`config.mk`:
```
export PLATFORM = sky130hd
export DESIGN_NAME = tam_alarm_line_ctrl
export DESIGN_NICKNAME = d
export VERILOG_FILES = /design/src/inc/tam_pkg.sv /design/src/verilog/tam_alarm_line_ctrl.sv
export SDC_FILE = /design/constraint.sdc
export NUM_CORES = 1
export LEC_CHECK = 0
export ABC_AREA = 1
export BUFFER_PORTS_ARGS = -buffer_cell sky130_fd_sc_hd__buf_2
export CAP_MARGIN = 0
export CORE_MARGIN = 2
export CORE_UTILIZATION = 60
export CTS_CLUSTER_SIZE = 28
export DETAILED_ROUTE_END_ITERATION = 8
export PLACE_DENSITY = 0.82
export SLEW_MARGIN = 20
export SYNTH_ARGS = -nofsm -noshare
export SYNTH_HDL_FRONTEND = slang
export SYNTH_SLANG_ARGS = --single-unit
```
`constraint.sdc`:
```
create_clock -name ref_clk_i -period 10.74 [get_ports ref_clk_i]
set_clock_uncertainty 0.2 [all_clocks]
set_input_delay 2.685 -clock ref_clk_i [delete_from_list [all_inputs] [get_ports ref_clk_i]]
set_output_delay 2.685 -clock ref_clk_i [all_outputs]
set_load 0.02 [all_outputs]
```
`src/inc/tam_pkg.sv`:
```
// Constants for the T1 alarm mask and line front-end control register bank.
// Assumes a single 50 MHz system clock and an Avalon-MM master on the bus side.
package tam_pkg;
  // Register indices; byte address is four times the index
  localparam logic [7:0] IDX_IRQ_MASK   = 8'h1E;
  localparam logic [7:0] IDX_LINE_CTRL  = 8'h1F;
  localparam logic [7:0] IDX_IRQ_STATUS = 8'h20;
  localparam logic [7:0] IDX_MODE_CTRL  = 8'h21;
  localparam int         ADDR_W         = 10;
  // Mask and status bit positions
  localparam int EV_SIG  = 0;
  localparam int EV_BOM  = 1;
  localparam int EV_FIVE = 2;
  localparam int EV_ONE  = 3;
  localparam int EV_LOOP = 4;
  localparam int EV_N    = 5;
  // Line control fields
  localparam int LC_NRZ     = 7;
  localparam int LC_TXL_LSB = 4;
  localparam int LC_EQ_OFF  = 3;
  localparam int LC_RES_LSB = 0;
  localparam logic [7:0] LINE_CTRL_RST = 8'h00;
  localparam logic [7:0] IRQ_MASK_RST  = 8'h00;
  // Mode control bits
  localparam int MC_DBE    = 0;
  localparam int MC_LIU_DIS = 1;
  // Bit-oriented message window
  localparam int BOM_WIN    = 10;
  localparam int BOM_ACCEPT = 8;
  localparam int BOM_W      = 6;
  // Timing
  localparam longint CLK_HZ      = 50_000_000;
  localparam longint LOOP_MS     = 48;
  localparam longint LOOP_CYC    = LOOP_MS * CLK_HZ / 1000;
  localparam longint DEBOUNCE_MS = 16;
  localparam longint DEBOUNCE_CYC = DEBOUNCE_MS * CLK_HZ / 1000;
endpackage : tam_pkg

```
`src/verilog/tam_alarm_line_ctrl.sv`:
```
// Interrupt mask word three and line front-end control, with event detection.
// Assumes event inputs come from framer logic on ref_clk_i; line pins are asynchronous.
`timescale 1ns/10ps
module tam_alarm_line_ctrl
  import tam_pkg::*;
#(
  parameter int LOOP_CYCLES   = int'(LOOP_CYC),
  parameter int DEBOUNCE_CYCLES = int'(DEBOUNCE_CYC)
) (
  // Clock and reset
  input  wire logic              ref_clk_i,
  input  wire logic              arst_n_i,
  // Avalon-MM slave
  input  wire logic [ADDR_W-1:0] avs_address_i,
  input  wire logic              avs_read_i,
  input  wire logic              avs_write_i,
  input  wire logic [31:0]       avs_writedata_i,
  input  wire logic [3:0]        avs_byteenable_i,
  output logic      [31:0]       avs_readdata_o,
  output logic                   avs_waitrequest_o,
  // Framer event sources
  input  wire logic              loop_code_present_i,
  input  wire logic              one_second_flag_i,
  input  wire logic              five_second_flag_i,
  input  wire logic              bom_strobe_i,
  input  wire logic [BOM_W-1:0]  bom_code_i,
  input  wire logic [3:0]        sig_bits_i,
  // Framer data
  input  wire logic              tx_pos_i,
  input  wire logic              tx_neg_i,
  output logic                   rx_pos_o,
  output logic                   rx_neg_o,
  // Line pins in framer-only mode
  input  wire logic              line_in_first_i,
  input  wire logic              line_in_second_i,
  output logic                   line_out_first_o,
  output logic                   line_out_second_o,
  // Analog front-end controls
  output logic                   liu_disable_o,
  output logic      [2:0]        tx_build_out_select_o,
  output logic                   rx_equalizer_off_o,
  output logic      [2:0]        rx_equalization_level_o,
  output logic                   rx_eq_forced_o,
  // Interrupt
  output logic                   irq_o
);

  logic [7:0]       irq_mask_reg;
  logic [7:0]       line_ctrl_reg;
  logic [EV_N-1:0]  irq_status_reg;
  logic [1:0]       mode_ctrl_reg;
  logic             ack_reg;
  logic [EV_N-1:0]  event_pulse;

  // Bus handshake: every access takes one wait cycle
  logic [7:0] reg_idx;
  logic       wr_go;
  assign reg_idx           = avs_address_i[ADDR_W-1:2];
  assign avs_waitrequest_o = (avs_read_i | avs_write_i) & ~ack_reg;
  assign wr_go             = avs_write_i & ack_reg & avs_byteenable_i[0];

  always_ff @(posedge ref_clk_i or negedge arst_n_i) begin
    if (!arst_n_i) begin
      ack_reg <= 1'b0;
    end else begin
      ack_reg <= (avs_read_i | avs_write_i) & ~ack_reg;
    end
  end

  always_ff @(posedge ref_clk_i or negedge arst_n_i) begin
    if (!arst_n_i) begin
      avs_readdata_o <= 32'h0000_0000;
    end else if (avs_read_i && !ack_reg) begin
      case (reg_idx)
        IDX_IRQ_MASK:   avs_readdata_o <= {24'h00_0000, irq_mask_reg};
        IDX_LINE_CTRL:  avs_readdata_o <= {24'h00_0000, line_ctrl_reg};
        IDX_IRQ_STATUS: avs_readdata_o <= {27'h000_0000, irq_status_reg};
        IDX_MODE_CTRL:  avs_readdata_o <= {30'h0000_0000, mode_ctrl_reg};
        default:        avs_readdata_o <= 32'h0000_0000;
      endcase
    end
  end

  // Writable registers; unused mask bits always read zero
  always_ff @(posedge ref_clk_i or negedge arst_n_i) begin
    if (!arst_n_i) begin
      irq_mask_reg  <= IRQ_MASK_RST;
      line_ctrl_reg <= LINE_CTRL_RST;
      mode_ctrl_reg <= 2'b00;
    end else if (wr_go) begin
      case (reg_idx)
        IDX_IRQ_MASK:  irq_mask_reg  <= {3'b000, avs_writedata_i[EV_N-1:0]};
        IDX_LINE_CTRL: line_ctrl_reg <= avs_writedata_i[7:0];
        IDX_MODE_CTRL: mode_ctrl_reg <= avs_writedata_i[1:0];
        default:       ;
      endcase
    end
  end

  // Sticky status, write one to clear; a new event wins over the clear
  always_ff @(posedge ref_clk_i or negedge arst_n_i) begin
    if (!arst_n_i) begin
      irq_status_reg <= '0;
    end else begin
      if (wr_go && reg_idx == IDX_IRQ_STATUS) begin
        irq_status_reg <= (irq_status_reg & ~avs_writedata_i[EV_N-1:0]) | event_pulse;
      end else begin
        irq_status_reg <= irq_status_reg | event_pulse;
      end
    end
  end

  // Status records every event; only the mask gates the request line
  assign irq_o = |(irq_status_reg & irq_mask_reg[EV_N-1:0]);

  // Loop code persistence timer
  logic [31:0] loop_cnt_reg;
  always_ff @(posedge ref_clk_i or negedge arst_n_i) begin
    if (!arst_n_i) begin
      loop_cnt_reg <= '0;
    end else if (!loop_code_present_i) begin
      loop_cnt_reg <= '0;
    end else if (loop_cnt_reg < 32'(LOOP_CYCLES)) begin
      loop_cnt_reg <= loop_cnt_reg + 32'd1;
    end
  end
  // One pulse per continuous presence, at the 48 ms point
  assign event_pulse[EV_LOOP] = loop_code_present_i
                              && (loop_cnt_reg == 32'(LOOP_CYCLES - 1));

  // Second flags: rising edge detection
  logic one_prev_reg;
  logic five_prev_reg;
  always_ff @(posedge ref_clk_i or negedge arst_n_i) begin
    if (!arst_n_i) begin
      one_prev_reg  <= 1'b0;
      five_prev_reg <= 1'b0;
    end else begin
      one_prev_reg  <= one_second_flag_i;
      five_prev_reg <= five_second_flag_i;
    end
  end
  assign event_pulse[EV_ONE]  = one_second_flag_i & ~one_prev_reg;
  assign event_pulse[EV_FIVE] = five_second_flag_i & ~five_prev_reg;

  // Bit-oriented message: history of the last ten received codes
  logic [BOM_W-1:0] bom_hist_reg [BOM_WIN];
  logic [BOM_W-1:0] bom_accepted_reg;
  logic [3:0]       bom_fill_reg;
  logic [3:0]       bom_match;
  logic             bom_accept;
  always_comb begin
    bom_match = 4'd1;
    for (int i = 0; i < BOM_WIN - 1; i++) begin
      if (bom_hist_reg[i] == bom_code_i && 4'(i) < bom_fill_reg) begin
        bom_match = bom_match + 4'd1;
      end
    end
  end
  // Needs 8 of 10 including the current one; repeats of the accepted code are silent
  assign bom_accept = bom_strobe_i && (bom_match >= 4'(BOM_ACCEPT))
                    && (bom_code_i != bom_accepted_reg);
  assign event_pulse[EV_BOM] = bom_accept;

  always_ff @(posedge ref_clk_i or negedge arst_n_i) begin
    if (!arst_n_i) begin
      for (int i = 0; i < BOM_WIN; i++) begin
        bom_hist_reg[i] <= '0;
      end
      bom_accepted_reg <= '0;
      bom_fill_reg     <= '0;
    end else if (bom_strobe_i) begin
      bom_hist_reg[0] <= bom_code_i;
      for (int i = 1; i < BOM_WIN; i++) begin
        bom_hist_reg[i] <= bom_hist_reg[i-1];
      end
      if (bom_fill_reg < 4'(BOM_WIN)) begin
        bom_fill_reg <= bom_fill_reg + 4'd1;
      end
      if (bom_accept) begin
        bom_accepted_reg <= bom_code_i;
      end
    end
  end

  // Signaling change with optional debounce
  logic [3:0]  sig_stable_reg;
  logic [3:0]  sig_prev_reg;
  logic [31:0] sig_db_cnt_reg;
  logic        sig_differs;
  logic        sig_commit;
  assign sig_differs = (sig_bits_i != sig_stable_reg);
  // A candidate that moves in the last window cycle must not be committed
  assign sig_commit  = sig_differs && (!mode_ctrl_reg[MC_DBE]
                    || (sig_db_cnt_reg == 32'(DEBOUNCE_CYCLES - 1)
                        && sig_bits_i == sig_prev_reg));
  assign event_pulse[EV_SIG] = sig_commit;

  always_ff @(posedge ref_clk_i or negedge arst_n_i) begin
    if (!arst_n_i) begin
      sig_stable_reg <= 4'h0;
      sig_db_cnt_reg <= '0;
    end else begin
      if (sig_commit) begin
        sig_stable_reg <= sig_bits_i;
      end
      // A candidate that moves again restarts the debounce window
      if (!sig_differs || sig_commit || sig_bits_i != sig_prev_reg) begin
        sig_db_cnt_reg <= '0;
      end else begin
        sig_db_cnt_reg <= sig_db_cnt_reg + 32'd1;
      end
    end
  end
  always_ff @(posedge ref_clk_i or negedge arst_n_i) begin
    if (!arst_n_i) begin
      sig_prev_reg <= 4'h0;
    end else begin
      sig_prev_reg <= sig_bits_i;
    end
  end

  // Line pin synchronisers
  logic [1:0] rx_meta_reg;
  logic [1:0] rx_sync_reg;
  always_ff @(posedge ref_clk_i or negedge arst_n_i) begin
    if (!arst_n_i) begin
      rx_meta_reg <= 2'b00;
      rx_sync_reg <= 2'b00;
    end else begin
      rx_meta_reg <= {line_in_second_i, line_in_first_i};
      rx_sync_reg <= rx_meta_reg;
    end
  end

  // Framer-only line formatting; idle at zero while the internal front-end is used
  logic nrz_mode;
  assign nrz_mode = line_ctrl_reg[LC_NRZ];
  always_ff @(posedge ref_clk_i or negedge arst_n_i) begin
    if (!arst_n_i) begin
      rx_pos_o          <= 1'b0;
      rx_neg_o          <= 1'b0;
      line_out_first_o  <= 1'b0;
      line_out_second_o <= 1'b0;
    end else if (!mode_ctrl_reg[MC_LIU_DIS]) begin
      rx_pos_o          <= 1'b0;
      rx_neg_o          <= 1'b0;
      line_out_first_o  <= 1'b0;
      line_out_second_o <= 1'b0;
    end else if (nrz_mode) begin
      rx_pos_o          <= rx_sync_reg[0];
      rx_neg_o          <= 1'b0;
      line_out_first_o  <= 1'b0;
      line_out_second_o <= tx_pos_i;
    end else begin
      rx_pos_o          <= rx_sync_reg[0];
      rx_neg_o          <= rx_sync_reg[1];
      line_out_first_o  <= tx_pos_i;
      line_out_second_o <= tx_neg_i;
    end
  end

  // Front-end control fields
  assign liu_disable_o           = mode_ctrl_reg[MC_LIU_DIS];
  assign tx_build_out_select_o   = line_ctrl_reg[LC_TXL_LSB +: 3];
  assign rx_equalizer_off_o      = line_ctrl_reg[LC_EQ_OFF];
  assign rx_eq_forced_o          = line_ctrl_reg[LC_EQ_OFF];
  // Level reads zero while automatic equalization runs
  assign rx_equalization_level_o = line_ctrl_reg[LC_EQ_OFF]
                                 ? line_ctrl_reg[LC_RES_LSB +: 3] : 3'b000;

  // Checks
  // Presence counted apart from the timer, so a broken timer cannot vouch for itself
  logic [31:0] loop_seen_reg;
  always_ff @(posedge ref_clk_i or negedge arst_n_i) begin
    if (!arst_n_i) begin
      loop_seen_reg <= '0;
    end else if (!loop_code_present_i) begin
      loop_seen_reg <= '0;
    end else if (loop_seen_reg != 32'(LOOP_CYCLES)) begin
      loop_seen_reg <= loop_seen_reg + 32'd1;
    end
  end

  // Events
  loop_event_time_a: assert property (@(posedge ref_clk_i) disable iff (!arst_n_i)
    event_pulse[EV_LOOP] == (loop_code_present_i && loop_seen_reg == 32'(LOOP_CYCLES - 1)))
    else $error("loop event off the presence count");
  loop_status_a: assert property (@(posedge ref_clk_i) disable iff (!arst_n_i)
    event_pulse[EV_LOOP] |=> irq_status_reg[EV_LOOP])
    else $error("loop event not recorded");
  loop_once_a: assert property (@(posedge ref_clk_i) disable iff (!arst_n_i)
    event_pulse[EV_LOOP] |=> !event_pulse[EV_LOOP])
    else $error("loop event repeated");
  one_sec_edge_a: assert property (@(posedge ref_clk_i) disable iff (!arst_n_i)
    $rose(one_second_flag_i) |=> irq_status_reg[EV_ONE])
    else $error("one-second edge not recorded");
  one_sec_hold_a: assert property (@(posedge ref_clk_i) disable iff (!arst_n_i)
    one_second_flag_i && $past(one_second_flag_i) |-> !event_pulse[EV_ONE])
    else $error("one-second event without an edge");
  five_sec_edge_a: assert property (@(posedge ref_clk_i) disable iff (!arst_n_i)
    $rose(five_second_flag_i) |=> irq_status_reg[EV_FIVE])
    else $error("five-second edge not recorded");
  five_sec_hold_a: assert property (@(posedge ref_clk_i) disable iff (!arst_n_i)
    five_second_flag_i && $past(five_second_flag_i) |-> !event_pulse[EV_FIVE])
    else $error("five-second event without an edge");
  bom_new_code_a: assert property (@(posedge ref_clk_i) disable iff (!arst_n_i)
    bom_accept |=> bom_accepted_reg == $past(bom_code_i) && irq_status_reg[EV_BOM])
    else $error("accepted message not latched");
  bom_repeat_a: assert property (@(posedge ref_clk_i) disable iff (!arst_n_i)
    bom_strobe_i && bom_code_i == bom_accepted_reg |-> !event_pulse[EV_BOM])
    else $error("repeated message raised an event");
  bom_vote_a: assert property (@(posedge ref_clk_i) disable iff (!arst_n_i)
    bom_accept |-> bom_fill_reg >= 4'(BOM_ACCEPT - 1))
    else $error("message accepted with too few positions");
  bom_history_a: assert property (@(posedge ref_clk_i) disable iff (!arst_n_i)
    bom_strobe_i |=> bom_hist_reg[0] == $past(bom_code_i))
    else $error("message position not recorded");
  sig_change_a: assert property (@(posedge ref_clk_i) disable iff (!arst_n_i)
    !mode_ctrl_reg[MC_DBE] && sig_bits_i != sig_stable_reg |=> irq_status_reg[EV_SIG])
    else $error("signaling change missed");
  sig_settle_a: assert property (@(posedge ref_clk_i) disable iff (!arst_n_i)
    mode_ctrl_reg[MC_DBE] && sig_bits_i != sig_prev_reg |-> !event_pulse[EV_SIG])
    else $error("signaling change taken before it settled");
  sig_latch_a: assert property (@(posedge ref_clk_i) disable iff (!arst_n_i)
    event_pulse[EV_SIG] |=> sig_stable_reg == $past(sig_bits_i))
    else $error("signaling state not latched");

  // Mask and request
  mask_unused_a: assert property (@(posedge ref_clk_i) disable iff (!arst_n_i)
    irq_mask_reg[7:5] == 3'b000)
    else $error("unused mask bits set");
  irq_quiet_a: assert property (@(posedge ref_clk_i) disable iff (!arst_n_i)
    irq_mask_reg[EV_N-1:0] == '0 |-> !irq_o)
    else $error("request while every event masked");
  mask_read_a: assert property (@(posedge ref_clk_i) disable iff (!arst_n_i)
    avs_read_i && !ack_reg && reg_idx == IDX_IRQ_MASK |=> avs_readdata_o[31:EV_N] == '0)
    else $error("unused mask bits read back set");
  irq_gate_a: assert property (@(posedge ref_clk_i) disable iff (!arst_n_i)
    |(event_pulse & irq_mask_reg[EV_N-1:0]) && !(wr_go && reg_idx == IDX_IRQ_MASK)
    |=> irq_o)
    else $error("masked-in event raised no request");
  status_sticky_a: assert property (@(posedge ref_clk_i) disable iff (!arst_n_i)
    irq_status_reg[EV_LOOP] && !(wr_go && reg_idx == IDX_IRQ_STATUS)
    |=> irq_status_reg[EV_LOOP])
    else $error("sticky status lost");

  // Line formatting
  line_idle_a: assert property (@(posedge ref_clk_i) disable iff (!arst_n_i)
    !mode_ctrl_reg[MC_LIU_DIS]
    |=> !rx_pos_o && !rx_neg_o && !line_out_first_o && !line_out_second_o)
    else $error("line outputs active with the internal front-end");
  nrz_route_a: assert property (@(posedge ref_clk_i) disable iff (!arst_n_i)
    mode_ctrl_reg[MC_LIU_DIS] && nrz_mode && $stable(line_ctrl_reg) && $stable(mode_ctrl_reg)
    |=> line_out_second_o == $past(tx_pos_i) && !line_out_first_o)
    else $error("nrz transmit routing wrong");
  nrz_rx_a: assert property (@(posedge ref_clk_i) disable iff (!arst_n_i)
    mode_ctrl_reg[MC_LIU_DIS] && nrz_mode |=> rx_pos_o == $past(rx_sync_reg[0]) && !rx_neg_o)
    else $error("nrz receive routing wrong");
  dual_rail_a: assert property (@(posedge ref_clk_i) disable iff (!arst_n_i)
    mode_ctrl_reg[MC_LIU_DIS] && !nrz_mode && $stable(line_ctrl_reg) && $stable(mode_ctrl_reg)
    |=> line_out_first_o == $past(tx_pos_i) && line_out_second_o == $past(tx_neg_i))
    else $error("dual-rail transmit routing wrong");
  dual_rx_a: assert property (@(posedge ref_clk_i) disable iff (!arst_n_i)
    mode_ctrl_reg[MC_LIU_DIS] && !nrz_mode
    |=> rx_pos_o == $past(rx_sync_reg[0]) && rx_neg_o == $past(rx_sync_reg[1]))
    else $error("dual-rail receive routing wrong");

  // Front-end controls
  build_out_a: assert property (@(posedge ref_clk_i) disable iff (!arst_n_i)
    wr_go && reg_idx == IDX_LINE_CTRL
    |=> tx_build_out_select_o == $past(avs_writedata_i[LC_TXL_LSB +: 3]))
    else $error("build-out select not taken from the write");
  eq_off_a: assert property (@(posedge ref_clk_i) disable iff (!arst_n_i)
    wr_go && reg_idx == IDX_LINE_CTRL
    |=> rx_equalizer_off_o == $past(avs_writedata_i[LC_EQ_OFF]))
    else $error("equalizer disable not taken from the write");
  eq_level_a: assert property (@(posedge ref_clk_i) disable iff (!arst_n_i)
    rx_equalizer_off_o |-> rx_equalization_level_o == line_ctrl_reg[LC_RES_LSB +: 3])
    else $error("forced level not passed through");
  eq_force_a: assert property (@(posedge ref_clk_i) disable iff (!arst_n_i)
    !rx_equalizer_off_o |-> rx_equalization_level_o == 3'b000 && !rx_eq_forced_o)
    else $error("forced level active while equalizer automatic");

endmodule : tam_alarm_line_ctrl

```
==> metrics.yaml, run 1 <==
status: "complete, no violations"
drive_gt1_share_pct: 13.8
clk_latency_ns: 0.43
vdd.ir_drop.worst_mv: 0.126
synth_cell_types: 52
worst_slew_pin_slew_ns: 0.937
die_w_um: 130
seq_area_um2: 4380
yosysWarnings: 0
cp_slowest_cell: "nor4_1"
port_buffers: 61
start_util_pct: 61.7
p_per_area_nw_per_um2: 150
maxSlewHeadroom_pct: 37.5
critPathMaxStageDelay_ns: 0.65
first_iter_violations: 601
grt_pass1_wl_um: 33100
worstPathArrival_ns: 7.73
hold_viol: 0
required_ns: 10.87
busiest_layer: "met2"
crit_type: "in -> reg"
post-route-period-util_pct: 70.8
grt_max_degree: 107
grtUsageMet1_pct: 32.2
ctsResizeCount: 0
fillers: 1263
setup_violations: 0
grt_pass1_vias: 7362
cts_tree: "yes"
instances_no_fill: 1441
drc_errors: 0
r2r_start: "bom_fill_reg[1]"
synth_area_um2: 9460
cts.clk_slew.worst_paths_ns: 0.06
cp-start-kind: "input port"
root_buffer: "clkbuf_16"
routedWlPerCell_um: 13.2
fin_crit_ns: 7.60
use_met3_pct: 4.95
leakage_nw: 5.08
async_flop_share_pct: 100
ys.flop_type: "dfrtp_1"
synth_edf_count: 0
synthCells: 1165
whs_endpoint: "rx_sync_reg[0]"
numCtsBuffers: 17
rsz0062_at_grt: "false"
p_total_mw: 1.55
clock_sinks: 175
syn_to_final_growth_pct: 9.67
dr.pass1.iters: 6
synth.yosys.seq_area_share_pct: 46.3
slew_viol_final: 0
utilization_pct: 67.7
reg2reg_slack_ns: 5.31
via_per_inst: 5.29
worstHoldPathType: "reg -> reg"
crit_fanout: 11
tns_ns: 0
gp_congestion: 0.841
dieHeight_um: 130
dp.cells: 1411
clock.fmax_mhz: 132
cts_buffer_depth: 2
n_antenna_cell: 0
fin_nets: 1299
hold_path_depth: 0
cts_hold_buf: 0
vias: 7628
design.core.area_um2: 15300
cap_violations: 0
largest_reg_flops: 54
timing.rr.end: "bom_accepted_reg[1]"
ys_seq_elements: 175
grtUsageTotal_pct: 24.6
cts_max_level: 4
critPathMostFrequentCell: "nand2_1"
multi_input_area_um2: 4180
r2r_cells: 28
avgSynthCellArea_um2: 8.12
num_rows: 45
worstSetupEndpointType: "flip-flop"
hpwl_um: 13400
use_met2_pct: 40.3
wl_um: 19000
post_cts_buffers: 0
antenna_found_initial: 0
drtAntennaViolNets: 0
grt_overflow: 0
io_pins: 115
design.die.area_um2: 16800
holdCritStartpoint: "rx_meta_reg[0]"
[synthesized netlist by cell type (13+ instances only)]
cell      count  area share (%)
a21oi_1      45             2.4
nand2_2      17             1.1
clkbuf_1     18            0.71
xor2_1       23             2.1
buf_4        31             2.5
nand2_1     261              10
xnor2_1      19             1.8
nor2_1      102             4.0
dfrtp_1     175              46
nand3_1      41             2.2
nor4_1       13            0.86
inv_1       159             6.3
o21ai_0      83             4.4
nand4_1      22             1.5
nor3_1       34             1.8
[metal layers]
metal	vias up	share of wire [%]
li1	3803	-
met2	184	48
met3	45	4.0
met1	3596	45
met4	0	2.6
met5	-	0
[power breakdown]
group,switching [mW],internal [mW],leakage [nW]
registers,0.0377,0.701,2.27
logic,0.145,0.0743,2.54
clock network,0.250,0.346,0.265
total,0.432,1.12,5.08
[final cells by class]
cell class                      instances  area share (%)
Inverter                              172            6.23
Clock buffer                           21            4.34
Tap cell                              211            2.55
Multi-Input combinational cell        789            40.3
Clock inverter                          9            1.10
Timing Repair Buffer                   64            3.22
Sequential cell                       175            42.2
[layout by cell type (no fill, tap or decap), types with 11 or more instances in the layout]
| cell type | count |
|---|---|
| nand2_1 | 261 |
| nor2_1 | 102 |
| inv_1 | 159 |
| nand4_1 | 22 |
| clkbuf_16 | 17 |
| dfrtp_1 | 175 |
| a21oi_1 | 45 |
| nor3_1 | 34 |
| nand3_1 | 41 |
| o21ai_0 | 83 |
| conb_1 | 24 |
| xor2_1 | 23 |
| buf_2 | 60 |
| nor4_1 | 13 |
| mux2_2 | 11 |
| nand2_2 | 17 |
| xnor2_1 | 19 |
| ha_1 | 11 |
[critical path: cells and delay by family]
kind | cells | cell delay [ns]
compound gates | 1 | 0.17
fa+ha+maj | 5 | 1.72
buf+inv | 5 | 0.58
simple gates | 18 | 2.54
[through the flow]
stage | hold slack (ns) | setup WS [ns] | instance area, µm²
2_1_floorplan | 0.131 | 3.40 | 9540
3_3_place_gp | 0.134 | 2.78 | 9810
3_5_place_dp | 0.136 | 2.64 | 9810
4_1_cts | 0.153 | 3.09 | 10400
5_1_grt | 0.163 | 2.73 | 10400
6_report | 0.153 | 3.14 | 10400
[worst max path at each step]
stage,startpoint,end,cells after the start
2_1_floorplan,bom_code_i[4],bom_accepted_reg[3],29
3_3_place_gp,bom_code_i[4],bom_accepted_reg[4],29
3_5_place_dp,bom_code_i[4],bom_accepted_reg[1],29
4_1_cts,bom_code_i[4],bom_accepted_reg[1],29
5_1_grt,bom_code_i[4],bom_accepted_reg[1],29
6_report,bom_code_i[4],bom_accepted_reg[1],29
[cells by family (layout without fill, tap and decap cells)]
family | count (synthesis) | in the layout | share of synthesized area, %
xor gates and xnor gates | 43 | 43 | 4.06
muxes | 11 | 11 | 1.31
DFF | 175 | 175 | 46.3
and+or+nand+nor | 538 | 538 | 26.9
buffers and inverters | 224 | 266 | 10.4
adders and majority gates | 12 | 12 | 1.67
other | 1 | 24 | 0.0397
AOI/OAI and AO/OA | 161 | 161 | 9.37
(Power assumes the default switching activity.)
==> run 2: changes to the inputs <==
Settings changed: CORE_UTILIZATION 60 to 59, PLACE_DENSITY 0.82 to 0.81.
Clock period 10.74 ns to 7.1 ns, I/O delays scaled along.
==> run 2 against run 1 <==
  * Sequential cell count unchanged
  * Critical path type unchanged
  * Hold slack got worse by 0.00084 ns
  * Critical path depth unchanged
  * Combinational power rose by 52%
  * Design area up 0.63%
==> metrics.yaml, run 2 (same netlist as run 1, synthesis figures left out) <==
design.die.area_um2: 17100  # +1.6%
place_area_um2: 9840  # +0.37%
ctsResizeCount: 0  # unchanged
p_per_area_nw_per_um2: 229  # +53%
final_cell_mix: "nand2_1 (261), dfrtp_1 (175), inv_1 (159)"
post_cts_buffers: 0  # unchanged
worstHoldPathType: "reg -> reg"
cp-start-kind: "input port"
antenna_found_initial: 0  # unchanged
path_buf_inv: 5  # unchanged
die_w_um: 131  # +0.82%
root_buffer: "clkbuf_16"
routedWlPerCell_um: 13.5  # +2.1%
num_rows: 46  # +2.2%
numCtsBuffers: 17  # unchanged
clock.fmax_mhz: 160
cts.clk_slew.worst_paths_ns: 0.07  # about the same
stdcell_area_um2: 10400  # +0.63%
worst_slew_pin_slew_ns: 0.857  # -0.0805 ns
fin_crit_ns: 6.27
cp_slowest_cell: "fa_1"
gp_congestion: 0.856  # +1.8%
clk_latency_ns: 0.43  # about the same
cts_tree: "yes"
fillers: 1330  # +5.3%
setup_violations: 0  # unchanged
n_antenna_cell: 0  # unchanged
maxSlewHeadroom_pct: 42.9  # +5.4 points
clock_sinks: 175  # unchanged
drtAntennaViolNets: 0  # unchanged
crit_fanout: 13  # +2
fin_nets: 1303  # +0.31%
vias: 7730  # +1.3%
cts_buffer_depth: 2  # unchanged
seq_area_um2: 4380  # unchanged
required_ns: 7.22  # -3.65 ns
grt_overflow: 0  # unchanged
cap_violations: 0  # unchanged
post-route-period-util_pct: 88.3
wl_um: 19600  # +2.8%
rsz0062_at_grt: "false"
design.core.area_um2: 15800  # +3.0%
via_per_inst: 5.33  # +0.64%
dr.pass1.iters: 8  # +2
worstSetupEndpointType: "flip-flop"
grtUsageTotal_pct: 24.2  # -0.36 points
critPathMaxStageDelay_ns: 0.48  # -0.17 ns
vdd.ir_drop.worst_mv: 0.181  # +44%
drc_errors: 0  # unchanged
worstPathArrival_ns: 6.39  # -1.34 ns
cts_hold_buf: 0  # unchanged
crit_type: "in -> reg"
port_buffers: 61  # unchanged
critPathTopFamily: "simple AND/OR/NAND/NOR gates"
slew_viol_final: 0  # unchanged
cts_max_level: 4  # unchanged
hold_viol: 0  # unchanged
tns_ns: 0  # unchanged
hpwl_um: 13800  # +3.2%
dieHeight_um: 131  # +0.82%
critPathMostFrequentCell: "nand2_1"
io_pins: 115  # unchanged
grt_pass1_vias: 7559  # +2.7%
syn_to_final_growth_pct: 10.4
start_util_pct: 60.0  # -1.8 points
grt_max_degree: 80  # -25%
drive_gt1_share_pct: 14.3  # +0.51 points
leakage_nw: 5.12  # +0.92%
mostFrequentLayoutCell: "nand2_1"
status: "complete, no violations"
first_iter_violations: 556  # -7.5%
grt_pass1_wl_um: 33200  # +0.42%
multi_input_area_um2: 4180  # unchanged
largest_reg_flops: 54  # unchanged
## run 2: cell count changes in the layout (fill, tap and decap cells not counted)
cell        previous run  this run
clkbuf_1               3         1
buf_4                  3         7
inv_6                  0         5
clkinvlp_4             3         0
inv_8                  0         1
clkinv_4               3         4
clkinv_2               1         0
## run 2: per-layer routing
metal,vias to the layer above,wire (µm),global-route usage [%]
met2,215,9820,42.0
met4,0,397,9.14
met1,3672,8540,30.8
li1,3807,-,-
met3,36,811,3.95
met5,-,0,0
## run 2: through the flow
stage | worst slack (ns) | util, % | hold slack [ns] | total power, mW | instances
after floorplan | 0.670 | - | 0.131 | 1.37 | 1188
after global placement | 0.488 | 62.4 | 0.135 | 1.45 | 1420
after detailed placement | 0.421 | 62.4 | 0.148 | 1.46 | 1420
after CTS | 0.835 | 66.2 | 0.154 | 2.41 | 1451
after global routing | 0.365 | 66.2 | 0.182 | 2.50 | 1451
final | 0.833 | 66.2 | 0.152 | 2.39 | 1451
## run 2: area by class of cell
type / count / share of cell area [%]
sequential: 175 / 42.0
tap: 216 / 2.59
timing repair buffer: 68 / 3.49
multi-input combinational: 789 / 40.1
inverter: 172 / 6.19
clock buffer: 19 / 4.24
clock inverter: 12 / 1.44
## run 2: worst paths after layout
check / startpoint / end / slack, ns / cells after the start
min in group asynchronous: arst_n_i / avs_readdata_o[2] / 1.15 / 1
max in group asynchronous: arst_n_i / bom_fill_reg[3] / 4.22 / 2
setup reg to reg: bom_fill_reg[3] / bom_accepted_reg[0] / 2.04 / 28
hold reg to reg: rx_meta_reg[0] / rx_sync_reg[0] / 0.15 / 0
hold / removal: rx_meta_reg[0] / rx_sync_reg[0] / 0.15 / 0
setup / recovery: bom_code_i[1] / bom_accepted_reg[0] / 0.83 / 29
## run 2: where the power goes
group / total [mW] / leakage, nW / switching [mW] / internal (mW)
logic: 0.332 / 2.56 / 0.219 / 0.113
clock network: 0.947 / 0.291 / 0.411 / 0.536
registers: 1.12 / 2.27 / 0.0565 / 1.06
